===== src/rtl/dpmb_pkg.sv =====
/*
  Package for the dual-port mailbox RAM host controller: geometry, mailbox
  addresses, timing figures and derived cycle counts, command and pin structs.
  Assumes a 25 MHz system clock.
*/
package dpmb_pkg;
  // ---------------------------------------------------------------
  // Geometry and mailbox
  // ---------------------------------------------------------------
  localparam int          ADDR_W        = 11;
  localparam int          DATA_W        = 8;
  localparam logic [10:0] LEFT_MAIL_ADDR  = 11'h7fe;
  localparam logic [10:0] RIGHT_MAIL_ADDR = 11'h7ff;

  // ---------------------------------------------------------------
  // Timing
  // ---------------------------------------------------------------
  localparam int CLK_PERIOD_NS        = 40;
  localparam int COLLISION_SETTLE_NS  = 20;  // Collision settles from address
  localparam int WRITE_PULSE_NS       = 30;  // Least write pulse
  localparam int OUT_OFF_NS           = 30;  // Output turn-off from strobe
  localparam int DATA_SETUP_NS        = 20;  // Data valid to end of write
  localparam int POST_COLLISION_HOLD_NS = 20;
  localparam int READ_ACCESS_NS       = 55;
  localparam int COLLISION_RELEASE_TO_DATA_NS = 35;

  function automatic int ns_to_cyc(input int ns);
    int c;
    c = (ns + CLK_PERIOD_NS - 1) / CLK_PERIOD_NS;
    return (c < 1) ? 1 : c;
  endfunction

  localparam int PULSE_NS_EFF = (WRITE_PULSE_NS > OUT_OFF_NS + DATA_SETUP_NS) ?
                                WRITE_PULSE_NS : (OUT_OFF_NS + DATA_SETUP_NS);
  localparam logic [3:0] SETTLE_CYC = 4'(ns_to_cyc(COLLISION_SETTLE_NS));
  localparam logic [3:0] PULSE_CYC  = 4'(ns_to_cyc(PULSE_NS_EFF));
  localparam logic [3:0] HOLD_CYC   = 4'(ns_to_cyc(POST_COLLISION_HOLD_NS));
  localparam logic [3:0] READ_CYC   = 4'(ns_to_cyc(READ_ACCESS_NS));
  localparam logic [3:0] REL_CYC    = 4'(ns_to_cyc(COLLISION_RELEASE_TO_DATA_NS));

  // ---------------------------------------------------------------
  // Carriers
  // ---------------------------------------------------------------
  typedef struct packed {
    logic              write;
    logic [10:0]       addr;
    logic [7:0]        wdata;
  } dpmb_cmd_t;

  typedef struct packed {
    logic              select_n;
    logic              write_n;
    logic              out_en_n;
    logic [10:0]       addr;
  } dpmb_pins_t;
endpackage


===== src/rtl/dpmb_host.sv =====
/*
  Host controller for one port of a dual-port mailbox RAM. Takes a read or
  write command, sequences select, write strobe and output enable, waits out
  the collision indication, and reports read data and the mailbox flag.
  Assumes pin inputs are synchronous to sys_clk and the bench resolves the
  data bus from the enable (low = host drives).
*/
`timescale 1ns/100ps
module dpmb_host (
  input  wire  logic                 sys_clk,      // System clock, 25 MHz
  input  wire  logic                 arst_n,       // Async reset, active low
  input  wire  dpmb_pkg::dpmb_cmd_t  cmd,          // Command from user
  input  wire  logic                 cmd_valid,    // Command offered
  output logic                       cmd_ready,    // Idle, command taken
  output logic [7:0]                 rd_data,      // Read result
  output logic                       done,         // Pulse at end of access
  output logic                       mail_pending, // Mailbox flag seen low
  output dpmb_pkg::dpmb_pins_t       pins,         // Control and address pins
  output logic [7:0]                 data_out,     // Data bus, host drive
  output logic                       data_oe_n,    // Low while host drives
  input  wire  logic [7:0]           data_in,      // Data bus, sampled
  input  wire  logic                 collision_n,  // Collision indication
  input  wire  logic                 mail_flag_n   // Mailbox flag of this port
);
  import dpmb_pkg::*;

  typedef enum logic [2:0] {S_IDLE, S_SETUP, S_WAIT, S_PULSE, S_HOLD, S_READ} dpmb_state_t;

  dpmb_state_t state_r;
  dpmb_cmd_t   cmd_r;
  logic [3:0]  cnt_r;
  logic        coll_seen_r;

  assign cmd_ready = (state_r == S_IDLE);

  // ---------------------------------------------------------------
  // Sequencer
  // ---------------------------------------------------------------
  // Address is loaded in idle with strobe high; strobe only drops after settling
  always_ff @(posedge sys_clk or negedge arst_n) begin
    if (!arst_n) begin
      state_r     <= S_IDLE;
      cmd_r       <= '0;
      cnt_r       <= 4'h0;
      coll_seen_r <= 1'b0;
    end else begin
      unique case (state_r)
        S_IDLE: begin
          coll_seen_r <= 1'b0;
          if (cmd_valid) begin
            cmd_r   <= cmd;
            cnt_r   <= SETTLE_CYC;
            state_r <= S_SETUP;
          end
        end
        S_SETUP: begin
          // Collision settles from address before any strobe
          if (cnt_r > 4'h1) begin
            cnt_r <= cnt_r - 4'h1;
          end else begin
            cnt_r   <= cmd_r.write ? PULSE_CYC : READ_CYC;
            state_r <= cmd_r.write ? S_PULSE : S_WAIT;
          end
        end
        S_WAIT: begin
          // Read: wait access, then release-to-data after a collision
          if (!collision_n) begin
            coll_seen_r <= 1'b1;
            cnt_r       <= REL_CYC;
          end else if (cnt_r > 4'h1) begin
            cnt_r <= cnt_r - 4'h1;
          end else begin
            state_r <= S_READ;
          end
        end
        S_PULSE: begin
          // Pulse stretched for turn-off plus setup; restart hold on collision
          if (!collision_n) begin
            coll_seen_r <= 1'b1;
            cnt_r       <= HOLD_CYC;
          end else if (cnt_r > 4'h1) begin
            cnt_r <= cnt_r - 4'h1;
          end else if (coll_seen_r) begin
            cnt_r   <= HOLD_CYC;
            state_r <= S_HOLD;
          end else begin
            state_r <= S_READ;
          end
        end
        S_HOLD: begin
          // Keep strobe low after collision returns high
          if (!collision_n) begin
            cnt_r <= HOLD_CYC;
          end else if (cnt_r > 4'h1) begin
            cnt_r <= cnt_r - 4'h1;
          end else begin
            state_r <= S_READ;
          end
        end
        S_READ: begin
          state_r <= S_IDLE;
        end
        default: state_r <= S_IDLE;
      endcase
    end
  end

  // ---------------------------------------------------------------
  // Pins
  // ---------------------------------------------------------------
  // Select low from setup; strobe low only in pulse and hold, after select
  always_ff @(posedge sys_clk or negedge arst_n) begin
    if (!arst_n) begin
      pins      <= '{select_n: 1'b1, write_n: 1'b1, out_en_n: 1'b1, addr: '0};
      data_out  <= 8'h00;
      data_oe_n <= 1'b1;
    end else begin
      pins.addr <= (state_r == S_IDLE && cmd_valid) ? cmd.addr : pins.addr;
      if (state_r == S_IDLE) begin
        pins.select_n <= !cmd_valid;
      end else if (state_r == S_READ) begin
        pins.select_n <= 1'b1;
      end
      pins.write_n  <= !((state_r == S_SETUP && cnt_r == 4'h1 && cmd_r.write) ||
                         ((state_r == S_PULSE || state_r == S_HOLD) &&
                          !(state_r == S_HOLD && collision_n && cnt_r == 4'h1) &&
                          !(state_r == S_PULSE && collision_n && cnt_r == 4'h1 && !coll_seen_r)));
      // Output enable held high during writes so the bus is ours
      pins.out_en_n <= !((state_r == S_SETUP && !cmd_r.write) || state_r == S_WAIT);
      data_out      <= cmd_r.wdata;
      data_oe_n     <= !(cmd_r.write && state_r != S_IDLE && state_r != S_READ);
    end
  end

  // ---------------------------------------------------------------
  // Results
  // ---------------------------------------------------------------
  // Read data, done pulse, and mailbox flag tracking
  always_ff @(posedge sys_clk or negedge arst_n) begin
    if (!arst_n) begin
      rd_data      <= 8'h00;
      done         <= 1'b0;
      mail_pending <= 1'b0;
    end else begin
      done         <= (state_r == S_READ);
      mail_pending <= !mail_flag_n;
      if (state_r == S_WAIT && collision_n && cnt_r == 4'h1) begin
        rd_data <= data_in;
      end
    end
  end

  // ---------------------------------------------------------------
  // Checks
  // ---------------------------------------------------------------
  a_addr_stable: assert property (@(posedge sys_clk) disable iff (!arst_n)
    (!pins.write_n && !$past(pins.write_n)) |-> $stable(pins.addr))
    else $error("address moved while strobe low");

  a_strobe_after_sel: assert property (@(posedge sys_clk) disable iff (!arst_n)
    $fell(pins.write_n) |-> !pins.select_n && $past(!pins.select_n))
    else $error("strobe fell before settling time");

  a_sel_before_wr: assert property (@(posedge sys_clk) disable iff (!arst_n)
    $fell(pins.select_n) |-> pins.write_n)
    else $error("select fell with strobe already low");

  a_pulse_width: assert property (@(posedge sys_clk) disable iff (!arst_n)
    $fell(pins.write_n) |-> !pins.write_n [*2])
    else $error("write pulse too short");

  a_hold_after_rel: assert property (@(posedge sys_clk) disable iff (!arst_n)
    ($rose(collision_n) && !pins.write_n) |=> !pins.write_n)
    else $error("strobe released at collision release");

  a_wr_held_coll: assert property (@(posedge sys_clk) disable iff (!arst_n)
    (!pins.write_n && !collision_n) |=> !pins.write_n)
    else $error("strobe released during collision");

  a_oe_needs_sel: assert property (@(posedge sys_clk) disable iff (!arst_n)
    !pins.out_en_n |-> !pins.select_n && pins.write_n)
    else $error("enable low without select or during write");

  a_no_oe_write: assert property (@(posedge sys_clk) disable iff (!arst_n)
    !pins.write_n |-> pins.out_en_n && !data_oe_n)
    else $error("enable low or bus idle during write");

  a_idle_select: assert property (@(posedge sys_clk) disable iff (!arst_n)
    (state_r == S_IDLE && !cmd_valid) |=> pins.select_n)
    else $error("select low with no command");

  a_done_bound: assert property (@(posedge sys_clk) disable iff (!arst_n)
    (cmd_valid && cmd_ready && collision_n) ##1 collision_n [*4] |-> ##1 done)
    else $error("access did not complete");

  a_sel_wraps_wr: assert property (@(posedge sys_clk) disable iff (!arst_n)
    !pins.write_n |-> !pins.select_n)
    else $error("strobe low without select");
endmodule


===== config.mk =====
export PLATFORM = sky130hd
export DESIGN_NAME = dpmb_host
export DESIGN_NICKNAME = d
export VERILOG_FILES = /design/src/rtl/dpmb_pkg.sv /design/src/rtl/dpmb_host.sv
export SDC_FILE = /design/constraint.sdc
export NUM_CORES = 1
export LEC_CHECK = 0
export BUFFER_PORTS_ARGS = -buffer_cell sky130_fd_sc_hd__buf_2
export CAP_MARGIN = 20
export CORE_UTILIZATION = 50
export CTS_CLUSTER_DIAMETER = 30
export DETAILED_ROUTE_END_ITERATION = 8
export GPL_ROUTABILITY_DRIVEN = 0
export PLACE_DENSITY_LB_ADDON = 0.25
export SLEW_MARGIN = 10
export SYNTH_ARGS = -nofsm -noshare
export SYNTH_HDL_FRONTEND = slang
export SYNTH_SLANG_ARGS = --single-unit

===== constraint.sdc =====
create_clock -name sys_clk -period 1.9 [get_ports sys_clk]
set_input_delay 0.38 -clock sys_clk [delete_from_list [all_inputs] [get_ports sys_clk]]
set_output_delay 0.38 -clock sys_clk [all_outputs]
set_load 0.02 [all_outputs]

==> flow_summary.json, run 1 <==
{
  "reg2reg_depth": 7,
  "ios": 67,
  "p_leak_nw": 1.31,
  "swShare_pct": 39.0,
  "crit_cells": 3,
  "worstPathRequired_ns": 1.52,
  "max_slew_margin_pct": 65.3,
  "power_frac_comb_pct": 48.4,
  "crit_path_start": "state_r[0]",
  "diodes": 0,
  "die_area_sq_um": 4640,
  "crit_chain": "buf_4, nor3_1, buf_2",
  "rows": 23,
  "ys_top_cells_by_area": "dfrtp_1 53%, mux2_2 14%, dfstp_2 4.8%, nand2_1 1.9%, a21oi_1 1.8%",
  "status": "finished, final reports clean",
  "first_pass_iters": 4,
  "critPathCapture": "cmd_ready",
  "cp.arrival_ns": 1.44,
  "synth-simple-area-share_pct": 11.2,
  "wl_um": 4150,
  "ir_drop_mv": 1.05,
  "yosysSeqAreaShare_pct": 57.4,
  "overflow": 0,
  "yosys_warnings": 0,
  "slowest_delay_ns": 0.54,
  "synthXorXnorAreaFrac_pct": 0,
  "finalNonFillerCells": 301,
  "placed_cells": 292,
  "wl_met1_um": 1810,
  "power_w": 0.00511,
  "synth_top_area_share_pct": 52.6,
  "syn_nets": 209,
  "dr.max_layer_used": "met4",
  "nets": 285,
  "syn_area_sq_um": 2190,
  "path_delay_family": "flip-flops",
  "core-area_sq_um": 4090,
  "cts_buffers": 5,
  "grt_pass1_wl_um": 6900,
  "crit_slowest_cell": "dfrtp_1",
  "min_period_over_period_pct": 95.7,
  "clk_pin_slew_ns": 0.09,
  "slew_viol_final": 0,
  "synth-compound-area-share_pct": 12.1,
  "die_h_um": 68.1,
  "grt_usage_pct": 20.7,
  "wl_per_cell_um": 13.8,
  "synth_top_family_by_area": "multiplexers",
  "max_freq_mhz": 550,
  "die_x_um": 68.1,
  "route.met2.wl_um": 2040,
  "synth_edf_count": 0,
  "tightest_slew_ns": 0.520,
  "r2r-end": "cnt_r[2]",
  "ys_ff_latch": 50,
  "grt_pass1_vias": 1505,
  "clkPwrFrac_pct": 14.3,
  "ant_nets": 0,
  "synthAdderAreaFrac_pct": 1.14,
  "drc_errors": 0,
  "synthArstFlopShare_pct": 100,
  "drt_iter0_drc": 120,
  "p_seq_share_pct": 37.3,
  "grt_start_max_net_pins": 32,
  "vias": 1595,
  "area_growth_syn_to_layout_pct": 25.3,
  "rrSetupSlack_ns": 0.10,
  "setup_violations": 0,
  "worst-setup-path-type": "reg2out",
  "internal_power_w": 0.00312,
  "power.switching_w": 0.00199,
  "dp_hpwl_um": 3120,
  "cts_num_sinks": 50,
  "path_max_fanout": 11,
  "cts_tree": "built",
  "yosys.area.top_type": "dfrtp_1",
  "rr_startpoint": "cnt_r[0]",
  "antenna_found_initial": 0,
  "vias_per_cell": 5.30,
  "clockBufferDepth": 2,
  "power.density_nw_per_um2": 1860,
  "start_util_pct": 53.5,
  "cts.htree.levels": 2,
  "path_buf_inv": 2,
  "cap_violations": 0,
  "drive_above_1_share_pct": 51.4,
  "hold_viol": 0,
  "cts_root_buf": "clkbuf_8",
  "dr_wl_met3_um": 210,
  "io_buffer_count": 66,
  "clock_latency_ns": 0.30,
  "synthMuxAreaShare_pct": 14.4,
  "synthCells": 174,
  "critPathLaunchType": "flip-flop",
  "avgSynthCellArea_sq_um": 12.6,
  "hp-class": "in2async",
  "clock_skew_ns": 0.00772,
  "finalCriticalPeriod_ns": 1.82,
  "yosys_most_used_dff": "dfrtp_1",
  "crit_path_end_kind": "output port",
  "holdWs_ns": 0.0245,
  "synth_cell_types": 43
}
==> synth_stat cells, drive strengths merged, types with 3 or more instances <==
library cell and instances:
dfrtp 46, mux2 28, nand2 11, nor2 11, a21oi 8, inv 8, buf 7, o21ai 7
a31oi 6, dfstp 4, nand2b 4, nor3 3, or2 3
==> power by group through the flow <==
stage	sequential, W	combinational, W	clock, W
after floorplan	0.00226	0.00136	0
after global placement	0.00190	0.00239	0
after detailed placement	0.00193	0.00244	0
after CTS	0.00191	0.00248	0.000747
after global routing	0.00199	0.00270	0.000783
final	0.00191	0.00247	0.000729
==> layout by cell type (no fill, tap or decap), drive strengths merged, types with 2 or more instances in the layout <==
| cell | instances |
|---|---|
| nand2 | 11 |
| nor2 | 11 |
| ha | 2 |
| a21o | 2 |
| nand3 | 2 |
| a21oi | 8 |
| buf | 77 |
| dfstp | 4 |
| a21boi | 2 |
| dfrtp | 46 |
| a31oi | 6 |
| o22ai | 2 |
| nand2b | 4 |
| clkbuf | 6 |
| nor3 | 3 |
| inv | 8 |
| or2 | 3 |
| mux2 | 28 |
| nor2b | 2 |
| o21ai | 7 |
==> sequential cells by signal, indices dropped and copies added, names as in the netlist <==
register      count
state_r           3
data_oe_n         1
mail_pending      1
data_out          8
cnt_r             4
coll_seen_r       1
cmd_r             9
done              1
rd_data           8
pins             14
==> worst min path at each step <==
| stage | start | to | slack [ns] |
|---|---|---|---|
| 2_1_floorplan | arst_n | cmd_r[0] | 0.08 |
| 3_3_place_gp | cmd_r[4] | data_out[4] | 0.35 |
| 3_5_place_dp | arst_n | state_r[1] | 0.36 |
| 4_1_cts | arst_n | done | 0.03 |
| 5_1_grt | arst_n | state_r[1] | 0.05 |
| 6_report | arst_n | state_r[1] | 0.02 |
==> kinds of logic (layout without fill, tap and decap cells) <==
| group | count (synthesis) | count (layout) |
|---|---|---|
| compound gates | 36 | 36 |
| fa+ha+maj | 2 | 2 |
| simple gates | 42 | 42 |
| buf+inv | 16 | 93 |
| flops | 50 | 50 |
| mux | 28 | 28 |
==> per-stage QoR <==
step / utilization [%] / TNS, ns / setup slack [ns] / cell area (sq um)
finish: 67.1 / 0 / 0.0809 / 2740
global route: 67.1 / -0.00418 / -0.00418 / 2740
CTS: 67.0 / 0 / 0.000633 / 2740
detailed placement: 64.0 / 0 / 0.000178 / 2620
global placement: 64.0 / 0 / 0.0928 / 2620
floorplan: - / 0 / 0.186 / 2190
==> final cells by class <==
class                           count  area, sq um
Clock buffer                        6         72.6
Fill cell                         323         1350
Clock inverter                      2         37.5
Tap cell                           50         62.6
Timing Repair Buffer               77          425
Sequential cell                    50         1260
Multi-Input combinational cell    108          856
Inverter                            8         30.0
==> routing by layer <==
layer  GRT usage (%)  vias to the layer above
li1                -                      766
met1            29.1                      767
met2            29.9                       52
met3            5.67                       10
met4            9.38                        0
met5               0                        -
==> what timing repair did <==
item,CTS,global route
buffers inserted,1,0
hold buffers,0,0
pin swaps,1,2
gates resized for setup,1,2
endpoints found under the setup margin,1,4
hold endpoints to repair,0,0
Power figures use the tool's default switching activity.
==> run 2: changes to the inputs <==
==> constraint.sdc (replaced) <==
create_clock -name sys_clk -period 1.9 [get_ports sys_clk]
set_input_delay 0.285 -clock sys_clk [delete_from_list [all_inputs] [get_ports sys_clk]]
set_output_delay 0.285 -clock sys_clk [all_outputs]
set_load 0.02 [all_outputs]
==> flow_summary.json, run 2 (synthesis gave the netlist of run 1 again) <==
{
  "vias": 1597,
  "p_seq_share_pct": 37.3,
  "die_x_um": 68.1,
  "wl_um": 4160,
  "finalNonFillerCells": 302,
  "critPathLaunchType": "flip-flop",
  "layout_setup_ws_ns": 0.100,
  "status": "finished, final reports clean",
  "clock_latency_ns": 0.30,
  "drt_iter0_drc": 123,
  "cts_buffers": 5,
  "hold_viol": 0,
  "tightest_slew_ns": 0.512,
  "crit_chain": "inv_2, ha_2, or2_4, and3_1, o221ai_2, a21boi_2, o22ai_1",
  "clockBufferDepth": 2,
  "path_buf_inv": 1,
  "die_h_um": 68.1,
  "slew_viol_final": 0,
  "io_buffer_count": 66,
  "grt_pass1_vias": 1505,
  "cp.arrival_ns": 1.98,
  "crit_path_end_kind": "flip-flop",
  "placed_area_sq_um": 2620,
  "path_max_fanout": 5,
  "antenna_found_initial": 0,
  "internal_power_w": 0.00312,
  "clk_pin_slew_ns": 0.08,
  "cap_violations": 0,
  "min_period_over_period_pct": 94.7,
  "top_register": "pins",
  "power_frac_comb_pct": 48.4,
  "diodes": 0,
  "slowest_delay_ns": 0.39,
  "power.density_nw_per_um2": 1860,
  "power_w": 0.00511,
  "rr_startpoint": "cnt_r[0]",
  "grt_start_max_net_pins": 32,
  "path_delay_family": "compound AO/OA/AOI/OAI gates",
  "cts_tree": "built",
  "post-place-ws_ns": 0.000178,
  "cts_root_buf": "clkbuf_8",
  "first_pass_iters": 4,
  "finalCriticalPeriod_ns": 1.80,
  "cts.htree.levels": 2,
  "final_cell_mix": "66 x buf_2, 46 x dfrtp_1, 28 x mux2_2, 11 x nand2_1",
  "start_util_pct": 53.5,
  "clock_skew_ns": 0.00655,
  "nets": 286,
  "max_slew_margin_pct": 65.9,
  "clkPwrFrac_pct": 14.2,
  "cts_num_sinks": 50,
  "overflow": 0,
  "dp_hpwl_um": 3120,
  "reg_top3": "pins: 14 flops, cmd_r: 9 flops",
  "design_area_sq_um": 2750,
  "p_leak_nw": 1.32,
  "setup_violations": 0,
  "worstPathRequired_ns": 2.08,
  "grt_pass1_wl_um": 6900,
  "die_area_sq_um": 4640,
  "hold_start": "mail_flag_n",
  "ant_nets": 0,
  "swShare_pct": 38.9,
  "wl_per_cell_um": 13.8,
  "final_util_pct": 67.3,
  "drive_above_1_share_pct": 51.2,
  "hp-class": "in2reg",
  "power.switching_w": 0.00199,
  "largest_register_ffs": 14,
  "core-area_sq_um": 4090,
  "ir_drop_mv": 1.05,
  "ios": 67,
  "area_growth_syn_to_layout_pct": 25.7,
  "vias_per_cell": 5.29,
  "crit_slowest_cell": "dfrtp_1",
  "rows": 23,
  "crit_path_start": "cnt_r[0]",
  "grt_usage_pct": 20.7,
  "max_freq_mhz": 556,
  "layout_commonest_cell": "buf_2",
  "worst-setup-path-type": "reg2reg",
  "drc_errors": 0,
  "placed_cells": 292
}
[run 2: cell count changes in the layout (fill, tap and decap cells not counted), sizes merged]
cell | previous run | this run
dlygate4sd3 | 0 | 1
[run 2: path summary, 6_finish.rpt]
check	cells after the start	slack (ns)	endpoint
min in group asynchronous	2	0.47	state_r[1]
max reg2reg	7	0.10	cnt_r[2]
min	2	0.12	mail_pending
min reg2reg	0	0.38	data_out[1]
max in group asynchronous	3	0.92	data_out[2]
max	7	0.10	cnt_r[2]
[run 2: final cells by class]
cell class | instances | area (sq um)
clock inverters | 2 | 37.5
repair buffers | 78 | 435
clock buffers | 6 | 72.6
fillers | 321 | 1340
well taps | 50 | 62.6
flip-flops and latches | 50 | 1260
inverters | 8 | 30.0
multi-input cells | 108 | 856
[run 2: stage by stage]
stage	hold slack [ns]	TNS, ns
detailed placement	0.270	0
finish	0.117	0
floorplan	-0.0106	0
global route	0.0987	-0.00418
CTS	0.109	0
global placement	0.263	0
[run 2: metal layers]
metal	vias to the layer above	GRT usage [%]	routed length, um
met1	773	29.1	1820
met5	-	0	0
li1	768	-	-
met3	10	5.67	205
met2	46	29.9	2040
met4	0	9.38	83
[run 2: power by group through the flow]
| stage | clock network [W] | registers [W] | logic (W) |
|---|---|---|---|
| global route | 0.000783 | 0.00199 | 0.00270 |
| finish | 0.000727 | 0.00191 | 0.00247 |
| CTS | 0.000747 | 0.00191 | 0.00249 |
| floorplan | 0 | 0.00226 | 0.00136 |
| global placement | 0 | 0.00190 | 0.00239 |
| detailed placement | 0 | 0.00193 | 0.00244 |
[run 2: worst reg2reg max path: stages (launching register included)]
cell,delay (ns)
dfrtp_1,0.39
inv_2,0.07
ha_2,0.20
or2_4,0.27
and3_1,0.22
o221ai_2,0.25
a21boi_2,0.20
o22ai_1,0.08
[run 2: timing repair]
action	4_1_cts	5_1_grt
hold buffers	1	0
setup buffers	1	0
endpoints found under the hold margin	15	0
setup endpoints to repair	1	4
pin swaps	1	2
gates resized for setup	1	2
